**src/ctfm_pkg.sv**
```systemverilog
`default_nettype none
package ctfm_pkg;
  // command codes, seven bits
  localparam logic [6:0] CMD_REQA = 7'h26;
  localparam logic [6:0] CMD_WUPA = 7'h52;
  localparam logic [6:0] CMD_RID = 7'h78;
  localparam logic [6:0] CMD_READ_ALL_CMD = 7'h00;
  localparam logic [6:0] CMD_READ = 7'h01;
  localparam logic [6:0] CMD_WRE = 7'h53;
  localparam logic [6:0] CMD_WRNE = 7'h1a;
  // memory map
  localparam logic [6:0] MEM_BYTES = 7'h78;
  localparam logic [3:0] BLK_UID = 4'h0;
  localparam logic [3:0] BLK_RSV = 4'hd;
  localparam logic [3:0] BLK_LOCK = 4'he;
  localparam logic [6:0] LOCK_LO_IDX = 7'h70;
  localparam logic [6:0] LOCK_HI_IDX = 7'h71;
  // frame bit counts
  localparam logic [3:0] SHORT_BITS = 4'h7;
  localparam logic [3:0] OPER_BITS = 4'h8;
  localparam logic [3:0] PAR_POS = 4'h8;
  localparam logic [3:0] OPER_LAST = 4'h7;
  localparam logic [3:0] OPER_DATA = 4'h6;
  // response lengths in bytes
  localparam logic [6:0] LEN_ATQA = 7'h02;
  localparam logic [6:0] LEN_RID = 7'h08;
  localparam logic [6:0] LEN_READ_ALL_CMD = 7'h7c;
  localparam logic [6:0] LEN_RW = 7'h04;
  localparam logic [6:0] HDR_BYTES = 7'h02;
  // crc, reflected ccitt form
  localparam logic [15:0] CRC_INIT = 16'hffff;
  localparam logic [15:0] CRC_POLY = 16'h8408;
  // arbitrary identity values
  localparam logic [7:0] HDR_ID_DEF = 8'h5a;
  localparam logic [3:0] HDR_FAMILY_DEF = 4'h5;
  // reader answer timeout, cycles
  localparam logic [11:0] RSP_WAIT_CYC = 12'h7d0;

  typedef enum logic [2:0] {RSP_ATQA, RSP_RID, RSP_READ_ALL_CMD, RSP_READ, RSP_WRITE} ctfm_rsp_t;

  function automatic logic [15:0] crc_upd(input logic [15:0] c, input logic [7:0] b);
    logic [15:0] r;
    r = c ^ {8'h00, b};
    for (int i = 0; i < 8; i++) begin
      r = r[0] ? ((r >> 1) ^ CRC_POLY) : (r >> 1);
    end
    return r;
  endfunction : crc_upd
endpackage : ctfm_pkg
`default_nettype wire

```
**src/ctfm_link_if.sv**
```systemverilog
`timescale 1ns/1ns
`default_nettype none
interface ctfm_link_if;
  // reader to tag, one bit per cycle
  logic r_sof;
  logic r_bit_vld;
  logic r_bit;
  logic r_eof;
  // tag to reader
  logic t_sof;
  logic t_bit_vld;
  logic t_bit;
  logic t_eof;
  modport tag_end (input r_sof, r_bit_vld, r_bit, r_eof, output t_sof, t_bit_vld, t_bit, t_eof);
  modport reader_end (output r_sof, r_bit_vld, r_bit, r_eof, input t_sof, t_bit_vld, t_bit, t_eof);
endinterface : ctfm_link_if
`default_nettype wire

```
**src/ctfm_tag.sv**
```systemverilog
// Contract
// - fixed two-byte header, first byte identifies
// - reader ignores second header byte
// - reader checks header family nibble only
// - fifteen blocks of eight bytes, lockable
// - block zero holds uid, always locked
// - blocks one to C user data
// - block E low bytes hold lock bits
// - block E high bytes are otp bits
// - header bytes inserted in identity, read-all
// - idle after reset, ready on REQA/WUPA
// - collision handling uses four low uid bytes
// - reader sends short frame then operands
// - every data set in its own frame
// - only start-of-frame starts; command is seven bits
// - operand frames eight bits, lsb first
// - response is one contiguous frame
// - response bytes sent lsb first
// - odd parity after each response byte
// - end-of-frame right after last parity
// - two-byte crc except REQA/WUPA/ATQA
// - crc mismatch abandons, back to ready
// - uid echo mismatch stops, stays ready
// - command codes 78h 00h 01h 53h 1Ah
`timescale 1ns/1ns
`default_nettype none
module ctfm_tag #(
  // arbitrary identity values
  parameter logic [7:0] HDR_ID = ctfm_pkg::HDR_ID_DEF,
  parameter logic [7:0] HDR_RSV = 8'h00,
  parameter logic [55:0] UID = 56'h66554433221100,
  parameter logic [15:0] ATQA = 16'h000c
) (
  // clock and reset
  input wire logic clk,
  input wire logic resetn,
  // link
  ctfm_link_if.tag_end lnk,
  // status
  output logic tag_ready,
  output logic cmd_done,
  output logic cmd_fail
);
  typedef enum logic [1:0] {ST_IDLE, ST_READY, ST_OPER, ST_TX} ctfm_tst_t;

  ////////////////////////////////////////////////////////////////////////////
  logic [7:0] mem_q [120];
  logic mem_we;
  logic [6:0] mem_wa;
  logic [7:0] mem_wd;
  ctfm_tst_t st_q, st_d;
  logic [6:0] cmd_q, cmd_d;
  logic [7:0] ops_q [8];
  logic [7:0] ops_d [8];
  logic [3:0] opc_q, opc_d;
  logic [15:0] crc_q, crc_d;
  ctfm_pkg::ctfm_rsp_t rsp_q, rsp_d;
  logic [6:0] len_q, len_d, idx_q, idx_d;
  logic [3:0] bit_q, bit_d;
  logic sofp_q, sofp_d;
  logic [15:0] tcrc_q, tcrc_d;
  logic o_sof_q, o_sof_d, o_vld_q, o_vld_d, o_bit_q, o_bit_d, o_eof_q, o_eof_d;
  logic done_q, done_d, fail_q, fail_d;
  logic rx_act_q, rx_act_d;
  logic [3:0] rx_cnt_q, rx_cnt_d;
  logic [7:0] rx_sh_q, rx_sh_d;
  logic fr_short, fr_oper;

  ////////////////////////////////////////////////////////////////////////////
  // receive framing
  always_comb begin
    rx_act_d = rx_act_q;
    rx_cnt_d = rx_cnt_q;
    rx_sh_d = rx_sh_q;
    fr_short = 1'b0;
    fr_oper = 1'b0;
    if (lnk.r_sof) begin
      rx_act_d = 1'b1;
      rx_cnt_d = 4'h0;
    end else if (rx_act_q && lnk.r_bit_vld) begin
      rx_sh_d = {lnk.r_bit, rx_sh_q[7:1]};
      if (rx_cnt_q != 4'hf) begin
        rx_cnt_d = rx_cnt_q + 4'h1;
      end
    end else if (rx_act_q && lnk.r_eof) begin
      rx_act_d = 1'b0;
      fr_short = (rx_cnt_q == ctfm_pkg::SHORT_BITS);
      fr_oper = (rx_cnt_q == ctfm_pkg::OPER_BITS);
    end
  end

  always_ff @(posedge clk) begin
    if (!resetn) begin
      rx_act_q <= 1'b0;
      rx_cnt_q <= 4'h0;
      rx_sh_q <= 8'h00;
    end else begin
      rx_act_q <= rx_act_d;
      rx_cnt_q <= rx_cnt_d;
      rx_sh_q <= rx_sh_d;
    end
  end

  ////////////////////////////////////////////////////////////////////////////
  // response byte source
  logic [7:0] cur;
  logic [15:0] lockw;
  logic crc_zone;
  logic [6:0] add;
  logic [3:0] blk;
  logic add_ok;
  always_comb begin
    add = ops_q[0][6:0];
    blk = add[6:3];
    add_ok = add < ctfm_pkg::MEM_BYTES;
    // lock bits in block E low bytes
    lockw = {mem_q[ctfm_pkg::LOCK_HI_IDX], mem_q[ctfm_pkg::LOCK_LO_IDX]};
    crc_zone = (rsp_q != ctfm_pkg::RSP_ATQA) && (idx_q >= len_q - 7'h02);
    cur = 8'h00;
    if (crc_zone) begin
      cur = (idx_q == len_q - 7'h02) ? ~tcrc_q[7:0] : ~tcrc_q[15:8];
    end else begin
      unique case (rsp_q)
        ctfm_pkg::RSP_ATQA: cur = (idx_q == 7'h00) ? ATQA[7:0] : ATQA[15:8];
        ctfm_pkg::RSP_RID, ctfm_pkg::RSP_READ_ALL_CMD: begin
          if (idx_q == 7'h00) begin
            cur = HDR_ID;
          end else if (idx_q == 7'h01) begin
            cur = HDR_RSV;
          end else begin
            cur = mem_q[idx_q - ctfm_pkg::HDR_BYTES];
          end
        end
        ctfm_pkg::RSP_READ, ctfm_pkg::RSP_WRITE: begin
          if (idx_q == 7'h00) begin
            cur = ops_q[0];
          end else if (add_ok) begin
            cur = mem_q[add];
          end
        end
        default: cur = 8'h00;
      endcase
    end
  end

  ////////////////////////////////////////////////////////////////////////////
  // command and transmit sequencing
  logic [7:0] byte_in;
  logic wr_ok;
  always_comb begin
    st_d = st_q;
    cmd_d = cmd_q;
    ops_d = ops_q;
    opc_d = opc_q;
    crc_d = crc_q;
    rsp_d = rsp_q;
    len_d = len_q;
    idx_d = idx_q;
    bit_d = bit_q;
    sofp_d = sofp_q;
    tcrc_d = tcrc_q;
    o_sof_d = 1'b0;
    o_vld_d = 1'b0;
    o_bit_d = 1'b0;
    o_eof_d = 1'b0;
    done_d = 1'b0;
    fail_d = 1'b0;
    mem_we = 1'b0;
    mem_wa = add;
    mem_wd = 8'h00;
    byte_in = {1'b0, rx_sh_q[7:1]};
    wr_ok = add_ok && (blk != ctfm_pkg::BLK_UID) && (blk != ctfm_pkg::BLK_RSV) && !lockw[blk];
    unique case (st_q)
      ST_IDLE, ST_READY, ST_OPER: begin
        if (fr_short) begin
          if (rx_sh_q[7:1] == ctfm_pkg::CMD_REQA || rx_sh_q[7:1] == ctfm_pkg::CMD_WUPA) begin
            st_d = ST_TX;
            rsp_d = ctfm_pkg::RSP_ATQA;
            len_d = ctfm_pkg::LEN_ATQA;
            idx_d = 7'h00;
            bit_d = 4'h0;
            sofp_d = 1'b1;
          end else if (st_q != ST_IDLE) begin
            st_d = ST_READY;
            if (rx_sh_q[7:1] == ctfm_pkg::CMD_RID || rx_sh_q[7:1] == ctfm_pkg::CMD_READ_ALL_CMD ||
                rx_sh_q[7:1] == ctfm_pkg::CMD_READ || rx_sh_q[7:1] == ctfm_pkg::CMD_WRE ||
                rx_sh_q[7:1] == ctfm_pkg::CMD_WRNE) begin
              st_d = ST_OPER;
              cmd_d = rx_sh_q[7:1];
              opc_d = 4'h0;
              crc_d = ctfm_pkg::crc_upd(ctfm_pkg::CRC_INIT, byte_in);
            end
          end
        end else if (fr_oper && st_q == ST_OPER) begin
          ops_d[opc_q[2:0]] = rx_sh_q;
          opc_d = opc_q + 4'h1;
          if (opc_q < ctfm_pkg::OPER_DATA) begin
            crc_d = ctfm_pkg::crc_upd(crc_q, rx_sh_q);
          end
          if (opc_q == ctfm_pkg::OPER_LAST) begin
            st_d = ST_READY;
            fail_d = 1'b1;
            if ({rx_sh_q, ops_q[6]} == ~crc_q) begin
              if (cmd_q == ctfm_pkg::CMD_RID ||
                  {ops_q[5], ops_q[4], ops_q[3], ops_q[2]} == UID[31:0]) begin
                fail_d = 1'b0;
                st_d = ST_TX;
                idx_d = 7'h00;
                bit_d = 4'h0;
                sofp_d = 1'b1;
                tcrc_d = ctfm_pkg::CRC_INIT;
                len_d = ctfm_pkg::LEN_RW;
                if (cmd_q == ctfm_pkg::CMD_RID) begin
                  rsp_d = ctfm_pkg::RSP_RID;
                  len_d = ctfm_pkg::LEN_RID;
                end else if (cmd_q == ctfm_pkg::CMD_READ_ALL_CMD) begin
                  rsp_d = ctfm_pkg::RSP_READ_ALL_CMD;
                  len_d = ctfm_pkg::LEN_READ_ALL_CMD;
                end else if (cmd_q == ctfm_pkg::CMD_READ) begin
                  rsp_d = ctfm_pkg::RSP_READ;
                end else begin
                  rsp_d = ctfm_pkg::RSP_WRITE;
                  mem_we = wr_ok;
                  // block E bits only ever set
                  if (blk == ctfm_pkg::BLK_LOCK || cmd_q == ctfm_pkg::CMD_WRNE) begin
                    mem_wd = mem_q[add] | ops_q[1];
                  end else begin
                    mem_wd = ops_q[1];
                  end
                end
              end
            end
          end
        end
      end
      ST_TX: begin
        if (sofp_q) begin
          o_sof_d = 1'b1;
          sofp_d = 1'b0;
        end else if (idx_q == len_q) begin
          o_eof_d = 1'b1;
          done_d = 1'b1;
          st_d = ST_READY;
        end else begin
          o_vld_d = 1'b1;
          if (bit_q == ctfm_pkg::PAR_POS) begin
            o_bit_d = ~^cur;
            bit_d = 4'h0;
            idx_d = idx_q + 7'h01;
            if (!crc_zone) begin
              tcrc_d = ctfm_pkg::crc_upd(tcrc_q, cur);
            end
          end else begin
            o_bit_d = cur[bit_q[2:0]];
            bit_d = bit_q + 4'h1;
          end
        end
      end
    endcase
  end

  always_ff @(posedge clk) begin
    if (!resetn) begin
      st_q <= ST_IDLE;
      cmd_q <= 7'h00;
      opc_q <= 4'h0;
      crc_q <= ctfm_pkg::CRC_INIT;
      rsp_q <= ctfm_pkg::RSP_ATQA;
      len_q <= 7'h00;
      idx_q <= 7'h00;
      bit_q <= 4'h0;
      sofp_q <= 1'b0;
      tcrc_q <= ctfm_pkg::CRC_INIT;
      {o_sof_q, o_vld_q, o_bit_q, o_eof_q, done_q, fail_q} <= 6'h00;
      for (int i = 0; i < 8; i++) begin
        ops_q[i] <= 8'h00;
      end
    end else begin
      st_q <= st_d;
      cmd_q <= cmd_d;
      ops_q <= ops_d;
      opc_q <= opc_d;
      crc_q <= crc_d;
      rsp_q <= rsp_d;
      len_q <= len_d;
      idx_q <= idx_d;
      bit_q <= bit_d;
      sofp_q <= sofp_d;
      tcrc_q <= tcrc_d;
      {o_sof_q, o_vld_q, o_bit_q, o_eof_q} <= {o_sof_d, o_vld_d, o_bit_d, o_eof_d};
      {done_q, fail_q} <= {done_d, fail_d};
    end
  end

  ////////////////////////////////////////////////////////////////////////////
  // array image; reset stands in for the nonvolatile contents
  always_ff @(posedge clk) begin
    if (!resetn) begin
      for (int i = 0; i < 120; i++) begin
        // uid in block zero bytes 0..6
        mem_q[i] <= (i < 7) ? UID[8*i +: 8] : 8'h00;
      end
    end else if (mem_we) begin
      mem_q[mem_wa] <= mem_wd;
    end
  end

  assign lnk.t_sof = o_sof_q;
  assign lnk.t_bit_vld = o_vld_q;
  assign lnk.t_bit = o_bit_q;
  assign lnk.t_eof = o_eof_q;
  assign tag_ready = (st_q != ST_IDLE);
  assign cmd_done = done_q;
  assign cmd_fail = fail_q;
endmodule : ctfm_tag
`default_nettype wire

```
**src/flat_wrapper.sv**
```systemverilog
// flat-port wrapper written by rule: the top's interface ports become plain ports
module ctfm_tag_flat 
#(
                              
  parameter logic [7:0] HDR_ID = ctfm_pkg::HDR_ID_DEF,
  parameter logic [7:0] HDR_RSV = 8'h00,
  parameter logic [55:0] UID = 56'h66554433221100,
  parameter logic [15:0] ATQA = 16'h000c
)
  (clk, resetn, tag_ready, cmd_done, cmd_fail, lnk_r_sof, lnk_r_bit_vld, lnk_r_bit, lnk_r_eof, lnk_t_sof, lnk_t_bit_vld, lnk_t_bit, lnk_t_eof);
  ctfm_link_if lnk_i ();
  input wire logic clk;
  input wire logic resetn;
  output logic tag_ready;
  output logic cmd_done;
  output logic cmd_fail;
  input wire logic [$bits(lnk_i.r_sof)-1:0] lnk_r_sof;
  input wire logic [$bits(lnk_i.r_bit_vld)-1:0] lnk_r_bit_vld;
  input wire logic [$bits(lnk_i.r_bit)-1:0] lnk_r_bit;
  input wire logic [$bits(lnk_i.r_eof)-1:0] lnk_r_eof;
  output wire logic [$bits(lnk_i.t_sof)-1:0] lnk_t_sof;
  output wire logic [$bits(lnk_i.t_bit_vld)-1:0] lnk_t_bit_vld;
  output wire logic [$bits(lnk_i.t_bit)-1:0] lnk_t_bit;
  output wire logic [$bits(lnk_i.t_eof)-1:0] lnk_t_eof;
  assign lnk_i.r_sof = lnk_r_sof;
  assign lnk_i.r_bit_vld = lnk_r_bit_vld;
  assign lnk_i.r_bit = lnk_r_bit;
  assign lnk_i.r_eof = lnk_r_eof;
  assign lnk_t_sof = lnk_i.t_sof;
  assign lnk_t_bit_vld = lnk_i.t_bit_vld;
  assign lnk_t_bit = lnk_i.t_bit;
  assign lnk_t_eof = lnk_i.t_eof;
  ctfm_tag #(.HDR_ID(HDR_ID), .HDR_RSV(HDR_RSV), .UID(UID), .ATQA(ATQA)) u_core (.clk(clk), .resetn(resetn), .lnk(lnk_i), .tag_ready(tag_ready), .cmd_done(cmd_done), .cmd_fail(cmd_fail));
endmodule
```
**config.mk**
```make
export PLATFORM = sky130hd
export DESIGN_NAME = ctfm_tag_flat
export DESIGN_NICKNAME = d
export VERILOG_FILES = /design/src/ctfm_pkg.sv /design/src/ctfm_link_if.sv /design/src/ctfm_tag.sv /design/src/flat_wrapper.sv
export SDC_FILE = /design/constraint.sdc
export NUM_CORES = 2
export LEC_CHECK = 0
export ABC_AREA = 1
export BUFFER_PORTS_ARGS = -buffer_cell sky130_fd_sc_hd__buf_2
export CAP_MARGIN = 20
export CORE_ASPECT_RATIO = 1.1
export CORE_MARGIN = 10
export CORE_UTILIZATION = 58
export DETAILED_ROUTE_END_ITERATION = 10
export PLACE_DENSITY = 0.74
export SYNTH_ARGS = -nofsm -noshare
export SYNTH_HDL_FRONTEND = slang
export SYNTH_SLANG_ARGS = --single-unit
export TNS_END_PERCENT = 5
```
**constraint.sdc**
```tcl
create_clock -name clk -period 5.1 [get_ports clk]
set_input_delay 0.765 -clock clk [delete_from_list [all_inputs] [get_ports clk]]
set_output_delay 0.765 -clock clk [all_outputs]
set_load 0.1 [all_outputs]
```
==> flow_summary.json <==
{
  "cp.arrival_ns": 5.20,
  "finalWorstSetupSlack_ns": 0.482,
  "gp_congestion": 1.01,
  "cts_buffer_depth": 3,
  "ys_types": 58,
  "drive_gt1_frac": 0.0727,
  "synth.top_cells.by_count": "nand2_1 (2604), nand3_1 (1990), edfxtp_1 (1024), nor2_1 (862), clkbuf_1 (249)",
  "drc": 0,
  "dieHeight_um": 370,
  "htree_num_levels": 3,
  "leakage_uw": 0.0279,
  "drtAntennaViolNets": 0,
  "synth.avg_cell_area_sq_um": 8.02,
  "whs_path_depth": 3,
  "path_max_fanout": 90,
  "post-route-util": 0.638,
  "fp.dieW_um": 338,
  "synthTopCellsByArea": "edfxtp_1 (48%), nand3_1 (15%), nand2_1 (15%)",
  "finalInstanceArea_sq_um": 70500,
  "required_ns": 5.68,
  "via_count": 60600,
  "clkSlewWorstSetupHoldPaths_ns": 0.06,
  "hold_viol_final": 0,
  "wl_mm": 227,
  "grt_pass1_vias": 55800,
  "yosysTopAreaCellShare": 0.477,
  "ctsHoldBuffers": 0,
  "syn-cell-area_sq_um": 64500,
  "hp-class": "primary input to flip-flop",
  "insertion_delay_ns": 0.77,
  "wl_per_cell_um": 23.9,
  "power_density_nw_per_um2": 299,
  "crit_type": "flip-flop to flip-flop",
  "post_drt_via_cell_ratio": 6.39,
  "peakVddDrop_v": 0.000292,
  "period_needed_ns": 4.62,
  "synthToLayoutAreaGrowth_pct": 9.35,
  "tightest_slew_ns": 1.02,
  "place_area_sq_um": 66500,
  "async_flop_share": 0,
  "endpoint_kind": "flip-flop",
  "post-cts-setup-buffer-count": 0,
  "timing.hold.worst_endpoint": "u_core.rx_sh_q[7]$_SDFFE_PN0P_",
  "cp-start-kind": "flip-flop",
  "cts-root-buf": "clkbuf_16",
  "drtIter0Drc": 11300,
  "numCtsBuffers": 120,
  "synth_most_common_cell": "nand2_1",
  "drv_slew": 0,
  "n_antenna_cell": 0,
  "maxCapViolations": 0,
  "ys_seq_area_frac": 0.522,
  "r2r_end": "u_core.mem_q[50][3]$_SDFFCE_PN0P_",
  "fillers": 9293,
  "track_usage": 0.352,
  "syn_inst": 8043,
  "max_freq_mhz": 217,
  "yosysTopAreaCell": "edfxtp_1",
  "clock_sinks": 1169,
  "synth_edf_count": 1024,
  "cts_tree": "yes",
  "post-place-cells": 9268,
  "post-place-ws_ns": 0.809,
  "rr_worst_depth": 18,
  "ios": 13,
  "row_count": 128,
  "die_area_sq_um": 125000,
  "dp_hpwl_mm": 144,
  "setup_viol_count_final": 0,
  "post_cts_resized": 0,
  "grt_overflow_total": 0,
  "reg2reg_slack_ns": 0.48,
  "status": "completed",
  "grt_max_degree": 156,
  "initial_core_util": 0.584,
  "tns_ns": 0,
  "nNetsFinal": 7987,
  "grt_pass1_wl_mm": 338,
  "core_sq_um": 111000,
  "ys_ff_latch": 1169,
  "rsz0062_at_grt": "no",
  "io_buffers": 12,
  "ys_warn_count": 0,
  "ys.flop_type": "edfxtp_1",
  "post-route-period-util": 0.906,
  "dr.pass1.iters": 8,
  "hold_start": "lnk_r_bit",
  "maxSlewHeadroom": 0.318,
  "antenna_found_initial": 3,
  "fin_cells": 9492,
  "skew_ns": 0.0449
}
how the worst max path moves through the flow:
stage                                         to  slack [ns]  cells after the start
3_3_place_gp   u_core.mem_q[54][3]$_SDFFCE_PN0P_        0.89                     18
4_1_cts        u_core.mem_q[50][3]$_SDFFCE_PN0P_        0.82                     18
3_5_place_dp   u_core.mem_q[58][1]$_SDFFCE_PN0P_        0.81                     15
6_report       u_core.mem_q[50][3]$_SDFFCE_PN0P_        0.48                     18
5_1_grt        u_core.mem_q[50][3]$_SDFFCE_PN0P_        0.39                     18
2_1_floorplan  u_core.mem_q[40][0]$_SDFFCE_PN0P_        1.92                     13
metrics by stage:
| stage | hold WS [ns] | power, uW |
|---|---|---|
| finish | 0.253 | 21100 |
| global route | 0.276 | 21600 |
| CTS | 0.229 | 21100 |
| detailed placement | 0.438 | 12200 |
| global placement | 0.433 | 12100 |
| floorplan | 0.414 | 11800 |
registers in the layout (all words and copies together) (netlist names), 7 cells and up, named ones only:
| name | cells |
|---|---|
| u_core.tcrc_q | 16 |
| u_core.cmd_q | 7 |
| u_core.idx_q | 7 |
| u_core.mem_q | 1024 |
| u_core.rx_sh_q | 8 |
| u_core.crc_q | 16 |
| u_core.ops_q | 49 |
| u_core.add | 7 |
logic make-up after synthesis:
family                     after synthesis  synth area share
AOI/OAI and AO/OA                      322            0.0272
xor gates and xnor gates                49           0.00689
adders and majority gates               20           0.00388
buffers and inverters                  810            0.0555
DFF                                   1169             0.522
muxes                                    1          0.000155
other                                    2          0.000116
and+or+nand+nor                       5670             0.385
cells in the final DEF, fill, tap and decap left out, types with 6 or more instances in the layout:
cell type and n:
o21ai_1 7, edfxtp_1 1024, o21ai_0 127, inv_1 186, o211ai_1 13, inv_6 7, a31oi_1 7, inv_2 7
dfxtp_4 6, bufinv_16 15, ha_1 19, nand2_1 2604, xnor2_1 18, nand3_1 1990, nor2_1 858, nand2_4 81
nor3_1 13, dfxtp_1 139, o22ai_1 7, buf_2 11, nor4_1 11, inv_4 12, xor2_1 28, nand4_1 16
conb_1 192, clkinvlp_4 7, clkinv_2 22, nor2_2 68, buf_4 137, buf_12 54, clkinv_1 25, clkbuf_1 21
nor2_4 8, clkbuf_16 122, a21oi_1 132
report_power, final:
| group | internal [uW] | switching, uW |
|---|---|---|
| Clock | 5180 | 3890 |
| Combinational | 258 | 624 |
| Sequential | 10900 | 298 |
worst max-delay path, stage by stage, from the launching register on:
cell and delay [ns]:
dfxtp_4 0.46, inv_8 0.44, buf_12 0.32, nand2_1 0.07
nand3_1 0.07, nand3_1 0.14, nand3_1 0.15, nand2_1 0.16
nand2_1 0.10, nand3_1 0.29, nand2_1 0.18, nand2_1 0.06
nand2_1 0.09, nand2_1 0.06, a21oi_1 0.49, buf_4 0.31
inv_4 0.37, buf_12 0.36, nor2_1 0.15
cell type report:
cell class	count	area, sq um	area share
Clock buffer	147	3190	0.0452
Clock inverter	76	783	0.0111
Inverter	211	847	0.0120
Multi-Input combinational cell	6254	28000	0.397
Sequential cell	1169	33700	0.477
Tap cell	1430	1790	0.0254
Timing Repair Buffer	205	2220	0.0315
routing by layer:
layer | routed length (um) | global-route usage | vias up
li1 | - | - | 26700
met1 | 81000 | 0.466 | 28000
met2 | 98000 | 0.524 | 5004
met3 | 32700 | 0.0881 | 948
met4 | 14600 | 0.201 | 6
met5 | 57 | 0.00541 | -
(Power assumes the default switching activity.)
